--- config.mk ---
export PLATFORM = sky130hd
export DESIGN_NAME = lvd_reset_ctrl
export DESIGN_NICKNAME = d
export VERILOG_FILES = /design/src/rtl/lvd_reset_ctrl.v /design/src/rtl/lvd_sync.v /design/src/rtl/lvd_prescaler.v
export VERILOG_INCLUDE_DIRS = /design/src /design/src/rtl
export SDC_FILE = /design/constraint.sdc
export NUM_CORES = 1
export LEC_CHECK = 0
export BUFFER_PORTS_ARGS = -buffer_cell sky130_fd_sc_hd__buf_2
export CAP_MARGIN = 20
export CORE_AREA = 5 5 60 115
export DETAILED_ROUTE_END_ITERATION = 8
export DIE_AREA = 0 0 65 120
export GPL_TIMING_DRIVEN = 0
export HOLD_SLACK_MARGIN = 0.1
export PLACE_DENSITY = 0.78
export SYNTH_ARGS = -nofsm -noshare
export SYNTH_HDL_FRONTEND = slang
export SYNTH_SLANG_ARGS = --single-unit
--- constraint.sdc ---
create_clock -name mclk -period 3.1 [get_ports mclk]
set_input_delay 0.155 -clock mclk [delete_from_list [all_inputs] [get_ports mclk]]
set_output_delay 0.155 -clock mclk [all_outputs]
set_load 0.1 [all_outputs]
--- src/rtl/lvd_consts.vh ---
// Constants for the low-voltage detect and reset controller.
// Assumes a 100 MHz system clock and an AXI4-Lite register port.
`ifndef LVD_CONSTS_VH
`define LVD_CONSTS_VH

// Register byte offsets on the register bus.
`define LVD_CTRL_ADDR      4'h0
`define LVD_FLAGS_ADDR     4'h4

// Control register fields.
`define LVD_CTRL_DETECT    7
`define LVD_CTRL_LEVEL     3
`define LVD_CTRL_RSTEN     2
`define LVD_CTRL_FALLIE    1
`define LVD_CTRL_RISEIE    0
`define LVD_CTRL_RSVD      8'h70

// Flag register fields.
`define LVD_FLAG_FALL      1
`define LVD_FLAG_RISE      0
`define LVD_FLAG_RSVD      8'hfc

// Prescaler count before the internal reset is released.
`define LVD_PRESCALE_COUNT 131072

// AXI response codes.
`define LVD_RESP_OKAY      2'h0
`define LVD_RESP_SLVERR    2'h2

`endif

--- src/rtl/lvd_reset_ctrl.v ---
// Low-voltage detect and reset controller with an AXI4-Lite register port.
// Assumes comparator outputs and the reset pin are asynchronous; the
// power-on and watchdog resets arrive synchronously on rst and wdtReset.
//
// Decided for this implementation: register access over AXI4-Lite and the register offsets.
`timescale 1ns/1ps
`default_nettype none
`include "lvd_consts.vh"

// Operation
// - Detect enable gates every detection function.
// - Reserved bits read one, ignore writes.
// - Control bit three selects reset level.
// - Control bit two enables undervolt reset.
// - Control bit one enables fall interrupt.
// - Control bit zero enables rise interrupt.
// - Detect, level and reset-enable bits survive undervolt reset only; the code also keeps them over the reset pin.
// - Flag clears by zero after read one.
// - Rise flag needs armed prior fall.
// - Undervolt reset clears both flags.
// - Reset pin holds prescaler; then counts.
// - Low supply asserts reset, holds prescaler.
// - Prescaler recounts after supply recovers.
// - Fall drives interrupt low, sets flag.
// - Rise drives interrupt high, sets flag.
module lvd_reset_ctrl #(
  parameter PRESCALE = `LVD_PRESCALE_COUNT
) (
  input  wire        mclk,              // System clock, 100 MHz.
  input  wire        rst,               // Power-on reset, active high.
  input  wire        wdtReset,          // Watchdog reset, active high.
  input  wire        resetPinN,         // Filtered reset pin, low holds.
  input  wire        belowFall,         // Supply below fall level.
  input  wire        aboveRise,         // Supply above rise level.
  input  wire        belowResetLow,     // Supply below low reset level.
  input  wire        belowResetHigh,    // Supply below high reset level.
  output wire        undervoltResetN,   // Undervolt reset, active low.
  output wire        undervoltIntN,     // Undervolt interrupt, active low.
  output wire        internalResetN,    // Chip reset, active low.
  output reg         extInterruptLine0, // Interrupt line 0 request pulse.
  input  wire [3:0]  s_axi_awaddr,      // Write address.
  input  wire        s_axi_awvalid,     // Write address valid.
  output wire        s_axi_awready,     // Write address ready.
  input  wire [31:0] s_axi_wdata,       // Write data.
  input  wire [3:0]  s_axi_wstrb,       // Write strobes.
  input  wire        s_axi_wvalid,      // Write data valid.
  output wire        s_axi_wready,      // Write data ready.
  output reg  [1:0]  s_axi_bresp,       // Write response.
  output reg         s_axi_bvalid,      // Write response valid.
  input  wire        s_axi_bready,      // Write response ready.
  input  wire [3:0]  s_axi_araddr,      // Read address.
  input  wire        s_axi_arvalid,     // Read address valid.
  output wire        s_axi_arready,     // Read address ready.
  output reg  [31:0] s_axi_rdata,       // Read data.
  output reg  [1:0]  s_axi_rresp,       // Read response.
  output reg         s_axi_rvalid,      // Read data valid.
  input  wire        s_axi_rready       // Read response ready.
);

  // Synchronised comparator and pin levels.
  wire [4:0] syncIn;
  wire       pinLowS;
  wire       fallS;
  wire       riseS;
  wire       rstLowS;
  wire       rstHighS;

  // Control and flag state.
  reg        detectEnable;
  reg        resetLevelSelect;
  reg        undervoltResetEnable;
  reg        fallIrqEnable;
  reg        riseIrqEnable;
  reg        fallFlag;
  reg        riseFlag;
  reg        fallReadOne;
  reg        riseReadOne;
  reg        undervoltActive;
  reg        intLow;
  reg        armedRise;
  reg        fallPrev;
  reg        risePrev;

  // Bus state.
  reg        awHeld;
  reg        wHeld;
  reg [3:0]  awAddr;
  reg [7:0]  wByte;
  reg        wLane;

  wire       belowReset;
  wire       fallEdge;
  wire       riseEdge;
  wire       prescalerHold;
  wire       overflow;
  wire       writeGo;
  wire       readGo;
  wire       softReset;
  wire       clrFall;
  wire       clrRise;
  wire [7:0] ctrlValue;
  wire [7:0] flagValue;

  lvd_sync #(
    .WIDTH (5)
  ) u_sync (
    .mclk   (mclk),
    .rst    (rst),
    .async  ({~resetPinN, belowFall, aboveRise, belowResetLow,
              belowResetHigh}),
    .synced (syncIn)
  );

  assign pinLowS  = syncIn[4];
  assign fallS    = syncIn[3];
  assign riseS    = syncIn[2];
  assign rstLowS  = syncIn[1];
  assign rstHighS = syncIn[0];

  // level select
  // Pick the comparator that matches the selected reset level.
  assign belowReset = resetLevelSelect ? rstHighS : rstLowS;

  // detect gating
  // Edges of the gated comparators drive the detection events.
  assign fallEdge = detectEnable & fallS & ~fallPrev;
  assign riseEdge = detectEnable & riseS & ~risePrev & intLow;

  // Chip-level soft resets: power-on and watchdog.
  assign softReset = rst | wdtReset;

  // reset assertion
  // Drive the undervolt reset from the latched low-supply state.
  assign undervoltResetN = ~undervoltActive;
  assign undervoltIntN   = ~intLow;

  // pin hold
  // Any reset source keeps the prescaler cleared.
  assign prescalerHold = softReset | pinLowS | undervoltActive;
  assign internalResetN = overflow;

  // prescaler recount
  // The prescaler restarts whenever the hold drops away.
  lvd_prescaler #(
    .COUNT (PRESCALE),
    .CW    (18)
  ) u_prescaler (
    .mclk     (mclk),
    .hold     (prescalerHold),
    .overflow (overflow)
  );

  // Track comparator history for edge detection.
  always @(posedge mclk) begin
    if (rst) begin
      fallPrev <= 1'b0;
      risePrev <= 1'b0;
    end else begin
      fallPrev <= fallS;
      risePrev <= riseS;
    end
  end

  // Undervolt reset latch, cleared once supply is back above the level.
  always @(posedge mclk) begin
    if (softReset) begin
      undervoltActive <= 1'b0;
    end else if (detectEnable && undervoltResetEnable && belowReset) begin
      undervoltActive <= 1'b1;
    end else if (!belowReset) begin
      undervoltActive <= 1'b0;
    end
  end

  // fall event
  // Interrupt level and request pulse follow the fall and rise events.
  always @(posedge mclk) begin
    if (softReset || undervoltActive) begin
      intLow            <= 1'b0;
      armedRise         <= 1'b0;
      extInterruptLine0 <= 1'b0;
    end else begin
      extInterruptLine0 <= 1'b0;
      if (!detectEnable) begin
        intLow    <= 1'b0;
        armedRise <= 1'b0;
      end else if (fallEdge) begin
        intLow            <= 1'b1;
        armedRise         <= riseIrqEnable;
        extInterruptLine0 <= fallIrqEnable;
      end else if (riseEdge) begin
        intLow            <= 1'b0;
        armedRise         <= 1'b0;
        extInterruptLine0 <= riseIrqEnable;
      end else if (rstLowS) begin
        armedRise <= 1'b0;
      end
    end
  end

  // control retention
  // Enable, level and reset-enable bits ignore the undervolt reset.
  always @(posedge mclk) begin
    if (softReset) begin
      detectEnable         <= 1'b0;
      resetLevelSelect     <= 1'b0;
      undervoltResetEnable <= 1'b0;
    end else if (writeGo && awAddr == `LVD_CTRL_ADDR && wLane) begin
      detectEnable         <= wByte[`LVD_CTRL_DETECT];
      resetLevelSelect     <= wByte[`LVD_CTRL_LEVEL];
      undervoltResetEnable <= wByte[`LVD_CTRL_RSTEN];
    end
  end

  // Interrupt enables reset on power-on, watchdog and undervolt reset, not the reset pin.
  always @(posedge mclk) begin
    if (softReset || undervoltActive) begin
      fallIrqEnable <= 1'b0;
      riseIrqEnable <= 1'b0;
    end else if (writeGo && awAddr == `LVD_CTRL_ADDR && wLane) begin
      fallIrqEnable <= wByte[`LVD_CTRL_FALLIE];
      riseIrqEnable <= wByte[`LVD_CTRL_RISEIE];
    end
  end

  // read-then-clear
  // A zero write clears a flag only after that flag was read as one.
  assign clrFall = writeGo && awAddr == `LVD_FLAGS_ADDR && wLane &&
                   !wByte[`LVD_FLAG_FALL] && fallReadOne;
  assign clrRise = writeGo && awAddr == `LVD_FLAGS_ADDR && wLane &&
                   !wByte[`LVD_FLAG_RISE] && riseReadOne;

  // flag reset
  // Flags clear on power-on, watchdog or undervolt reset; hardware set wins over a clear.
  always @(posedge mclk) begin
    if (softReset || undervoltActive) begin
      fallFlag    <= 1'b0;
      riseFlag    <= 1'b0;
      fallReadOne <= 1'b0;
      riseReadOne <= 1'b0;
    end else begin
      if (fallEdge) begin
        fallFlag <= 1'b1;
      end else if (clrFall) begin
        fallFlag <= 1'b0;
      end
      if (riseEdge && armedRise && riseIrqEnable) begin
        riseFlag <= 1'b1;
      end else if (clrRise) begin
        riseFlag <= 1'b0;
      end
      if (readGo && s_axi_araddr == `LVD_FLAGS_ADDR) begin
        fallReadOne <= fallFlag;
        riseReadOne <= riseFlag;
      end else if (clrFall || clrRise) begin
        fallReadOne <= 1'b0;
        riseReadOne <= 1'b0;
      end
    end
  end

  // reserved ones
  // Reserved bits are constant ones in the read values.
  assign ctrlValue = `LVD_CTRL_RSVD |
                     {detectEnable, 3'h0, resetLevelSelect,
                      undervoltResetEnable, fallIrqEnable, riseIrqEnable};
  assign flagValue = `LVD_FLAG_RSVD | {6'h00, fallFlag, riseFlag};

  // Write channel: accept address and data separately, then answer.
  assign s_axi_awready = !awHeld && !s_axi_bvalid;
  assign s_axi_wready  = !wHeld && !s_axi_bvalid;
  assign writeGo       = awHeld && wHeld && !s_axi_bvalid;

  always @(posedge mclk) begin
    if (rst) begin
      awHeld       <= 1'b0;
      wHeld        <= 1'b0;
      awAddr       <= 4'h0;
      wByte        <= 8'h00;
      wLane        <= 1'b0;
      s_axi_bvalid <= 1'b0;
      s_axi_bresp  <= `LVD_RESP_OKAY;
    end else begin
      if (s_axi_awvalid && s_axi_awready) begin
        awHeld <= 1'b1;
        awAddr <= s_axi_awaddr;
      end
      if (s_axi_wvalid && s_axi_wready) begin
        wHeld <= 1'b1;
        wByte <= s_axi_wdata[7:0];
        wLane <= s_axi_wstrb[0];
      end
      if (writeGo) begin
        awHeld       <= 1'b0;
        wHeld        <= 1'b0;
        s_axi_bvalid <= 1'b1;
        s_axi_bresp  <= (awAddr == `LVD_CTRL_ADDR ||
                         awAddr == `LVD_FLAGS_ADDR) ?
                        `LVD_RESP_OKAY : `LVD_RESP_SLVERR;
      end else if (s_axi_bvalid && s_axi_bready) begin
        s_axi_bvalid <= 1'b0;
      end
    end
  end

  // Read channel: one read at a time, answered the next cycle.
  assign s_axi_arready = !s_axi_rvalid;
  assign readGo        = s_axi_arvalid && s_axi_arready;

  always @(posedge mclk) begin
    if (rst) begin
      s_axi_rvalid <= 1'b0;
      s_axi_rdata  <= 32'h00000000;
      s_axi_rresp  <= `LVD_RESP_OKAY;
    end else if (readGo) begin
      s_axi_rvalid <= 1'b1;
      if (s_axi_araddr == `LVD_CTRL_ADDR) begin
        s_axi_rdata <= {24'h000000, ctrlValue};
        s_axi_rresp <= `LVD_RESP_OKAY;
      end else if (s_axi_araddr == `LVD_FLAGS_ADDR) begin
        s_axi_rdata <= {24'h000000, flagValue};
        s_axi_rresp <= `LVD_RESP_OKAY;
      end else begin
        s_axi_rdata <= 32'h00000000;
        s_axi_rresp <= `LVD_RESP_SLVERR;
      end
    end else if (s_axi_rvalid && s_axi_rready) begin
      s_axi_rvalid <= 1'b0;
    end
  end

endmodule

`default_nettype wire

--- src/rtl/lvd_sync.v ---
// Two-stage synchroniser for a bundle of asynchronous levels.
// Assumes the inputs come from analog comparators or pins.
`timescale 1ns/1ps
`default_nettype none

module lvd_sync #(
  parameter WIDTH = 4
) (
  input  wire             mclk,   // System clock.
  input  wire             rst,    // Synchronous reset, active high.
  input  wire [WIDTH-1:0] async,  // Raw levels.
  output reg  [WIDTH-1:0] synced  // Levels in the clock domain.
);

  reg [WIDTH-1:0] stage1;

  // The first stage feeds only the second stage.
  always @(posedge mclk) begin
    if (rst) begin
      stage1 <= {WIDTH{1'b0}};
      synced <= {WIDTH{1'b0}};
    end else begin
      stage1 <= async;
      synced <= stage1;
    end
  end

endmodule

`default_nettype wire

--- src/rtl/lvd_prescaler.v ---
// Reset prescaler that counts after every reset source is released.
// Assumes its hold input is already synchronous to mclk.
`timescale 1ns/1ps
`default_nettype none
`include "lvd_consts.vh"

module lvd_prescaler #(
  parameter COUNT = `LVD_PRESCALE_COUNT,
  parameter CW    = 18
) (
  input  wire mclk,      // System clock.
  input  wire hold,      // Keeps the counter cleared while high.
  output reg  overflow   // Sticks high once the count completes.
);

  reg [CW-1:0] count;

  // Count up while not held; overflow releases the internal reset.
  always @(posedge mclk) begin
    if (hold) begin
      count    <= {CW{1'b0}};
      overflow <= 1'b0;
    end else if (!overflow) begin
      if (count == COUNT[CW-1:0] - 1'b1) begin
        overflow <= 1'b1;
      end
      count <= count + 1'b1;
    end
  end

endmodule

`default_nettype wire

==> impl_metrics.ini <==
[status]
outcome = finished, final reports clean

[cells_and_area]
finalNetCount = 463
antenna_cells = 0
post_layout_nonfiller_instances = 473
area_growth_pct = 31.52
final_layout_size_suffix_gt1_frac = 0.2488

[synth]
synth-seq-cells = 66
synth_top_area_share = 0.4662
synth_async_sr_flop_share = 0
synth.top_cells.by_area = sky130_fd_sc_hd__dfxtp_1 (47%), sky130_fd_sc_hd__buf_4 (7.7%), sky130_fd_sc_hd__nor2_1 (6.2%), sky130_fd_sc_hd__mux2i_1 (6.0%), sky130_fd_sc_hd__nor2b_1 (3.3%)
yosys_most_used_dff = sky130_fd_sc_hd__dfxtp_1
syn_area_per_cell_sq_um = 9.231
ys_warn_count = 0
synth.distinct_cells = 45
synth.cells.most_frequent = sky130_fd_sc_hd__dfxtp_1 (66), sky130_fd_sc_hd__nor2_1 (47), sky130_fd_sc_hd__buf_4 (29)
synth.most_common_cell = sky130_fd_sc_hd__dfxtp_1
synthesis.area_sq_um = 2834
synth_edf_count = 0
postSynthCellCount = 307
synth.yosys.seq_area_share = 0.4662
synth_top_cell_by_area = sky130_fd_sc_hd__dfxtp_1

[global_routing]
grt_max_degree = 12
overflow = 0
number_of_global_route_vias_before_repair = 2261
grt_first_pass_wirelength_microns = 10020
gr-usage-all-layers = 0.1646
antenna_found_initial = 0

[timing]
worst_slew_pin_slew_ns = 0.7344
finalHoldViolCount = 0
final_critical_path_setup_slack_ns = 1.337
grt_setup_unrepaired = false
period_needed_ns = 1.763
max_freq_mhz = 567.3
finalSetupTns_ns = 0
clock_skew_ns = 0.008486
report.final.setup_viol = 0
timing_max_transition_violations_final = 0
post-route-period-util = 0.5686
slew_headroom = 0.5059

[floorplan]
die_w_microns = 65
floorplan.initialDensity = 0.4758
die_h_microns = 120
floorplan.core_area_sq_um = 5956
number_of_standard_cell_rows_in_the_floorplan = 40
ports = 102
die-area_sq_um = 7800

[worst_hold_path]
hp-class = in2reg

[clocking]
cts_sinks = 66
h_tree_depth_reported_by_cts = 3
clkSlewWorstSetupHoldPaths_ns = 0.05
cts-buffers-inserted = 9
clk_latency_ns = 0.33
tritoncts = built
clockRootBuffer = sky130_fd_sc_hd__clkbuf_16
clockBufferDepth = 2
cts_resized = 0

[worst_setup_path]
worstReg2RegStart = u_prescaler.overflow
worstSetupPathType = reg2reg
r2r_setup_slack_ns = 1.34
cp-endpoint = u_prescaler.count[17]
r2r.worst_path.cells = 5
worst-endpoint-arrival_ns = 1.98
timing.critical_path.required_ns = 3.32
critPathLaunch = u_prescaler.overflow
startpoint_type = register
critPathCaptureType = register
crit_path_max_fanout = 8
r2r_end = u_prescaler.count[17]

[placed_design]
place.detailed.hpwl_microns = 4172
detailedPlace.worstSlack_ns = 1.353
io_buffers = 44
dpl.cell_count = 439
place.gp.congestion = 0.8217

[detailed_routing]
route.detailed.vias_per_inst = 4.882
drt_drc_violations_left = 0
drt_wl_total_microns = 5947
detail_route.iter0.violations = 106
vias = 2309
router_iterations_before_antenna_repair = 4
wl_per_cell_microns = 12.57
detail-route-antenna-nets = 0

[flow_run]
number_of_max_cap_violations = 0

[power]
power.static_leakage_nw = 1.608
max-vdd-ir-drop_mv = 0.3799
power_density_of_the_placed_cells_nw_per_um2 = 621.6
total_power_w = 0.002317
## how the worst min path moves through the flow
stage / from / endpoint / depth (start not counted)
2_1_floorplan: resetPinN / u_sync.stage1[4] / 1
3_3_place_gp: resetPinN / u_sync.stage1[4] / 2
3_5_place_dp: resetPinN / u_sync.stage1[4] / 2
4_1_cts: s_axi_arvalid / s_axi_rresp[1] / 3
5_1_grt: s_axi_arvalid / s_axi_rresp[1] / 3
6_report: s_axi_arvalid / s_axi_rresp[1] / 3
## what timing repair did
item	CTS	global route
endpoints found under the hold margin	19	0
setup buffers	0	0
hold buffers	18	0
## worst max-delay path, stage by stage (launching register included)
cell and delay [ns]:
sky130_fd_sc_hd__dfxtp_1 0.30, sky130_fd_sc_hd__buf_2 0.16, sky130_fd_sc_hd__nand4b_1 0.32, sky130_fd_sc_hd__nor4_4 0.52
sky130_fd_sc_hd__a31oi_1 0.15, sky130_fd_sc_hd__a41o_1 0.21
## stage by stage
stage / instance area [sq um] / hold WS, ns / util
finish: 3727 / 0.1518 / 0.6258
floorplan: 2928 / 0.2217 / -
detailed placement: 3227 / 0.3192 / 0.5418
global placement: 3227 / 0.3202 / 0.5418
CTS: 3727 / 0.1456 / 0.6258
global route: 3727 / 0.2247 / 0.6258
## layout make-up
type	count	area (sq um)
buffer	39	272.8
clock buffer	11	242.7
tap	63	78.83
clock inverter	5	77.57
timing repair buffer	62	400.4
fill	520	2228
multi-input combinational	221	1311
sequential	66	1321
inverter	6	22.52
## flip-flops by register name, summed over array words and instances (netlist names), 4 cells and up
signal / flops
awAddr: 4
s_axi_rdata: 6
u_prescaler.count: 18
wByte: 5
u_sync.stage1: 5
u_sync.synced: 5
## metal layers
metal | share of wire | track usage | up-vias
met5 | 0 | 0 | -
met4 | 0.029 | 0.08874 | 0
met3 | 0.060 | 0.04775 | 14
met2 | 0.53 | 0.2925 | 61
met1 | 0.38 | 0.1675 | 1048
li1 | - | - | 1186
## power by group
part	switching [W]	total, W	internal [W]
logic	0.000262	0.000352	0.0000901
registers	0.0000160	0.000889	0.000873
clock network	0.000354	0.00108	0.000722
total	0.000632	0.00232	0.00169
## cell families (layout without fill, tap and decap cells)
| group | after synthesis | after routing | share of synthesized area |
|---|---|---|---|
| other cells | 1 | 26 | 0.001323 |
| simple gates | 127 | 127 | 0.2415 |
| compound gates | 36 | 36 | 0.07726 |
| mux | 19 | 19 | 0.06799 |
| xor+xnor | 12 | 12 | 0.03709 |
| flops | 66 | 66 | 0.4662 |
| fa+ha+maj | 1 | 1 | 0.004414 |
| buf+inv | 45 | 123 | 0.1042 |
## placed cells by master (no fill, tap or decap), drive strengths merged, types with 2 or more instances in the layout
cell / netlist / layout
nand2: 18 / 18
clkinv: 0 / 2
a31o: 3 / 3
clkbuf: 5 / 16
a41o: 2 / 2
o21ai: 5 / 5
nor4: 5 / 5
xnor2: 9 / 9
nand2b: 5 / 5
mux2: 2 / 2
and4b: 2 / 2
and2: 3 / 3
or2: 2 / 2
nand4b: 4 / 4
nor2b: 15 / 15
bufinv: 0 / 2
xor2: 3 / 3
o22ai: 2 / 2
dfxtp: 66 / 66
nor2: 47 / 47
nand3: 6 / 6
nand3b: 2 / 2
a21oi: 17 / 17
or3: 2 / 2
buf: 34 / 78
dlygate4sd3: 0 / 18
nor3: 11 / 11
conb: 1 / 26
inv: 6 / 6
nand4: 3 / 3
a31oi: 3 / 3
mux2i: 17 / 17
a22oi: 2 / 2
Power figures use the tool's default switching activity.
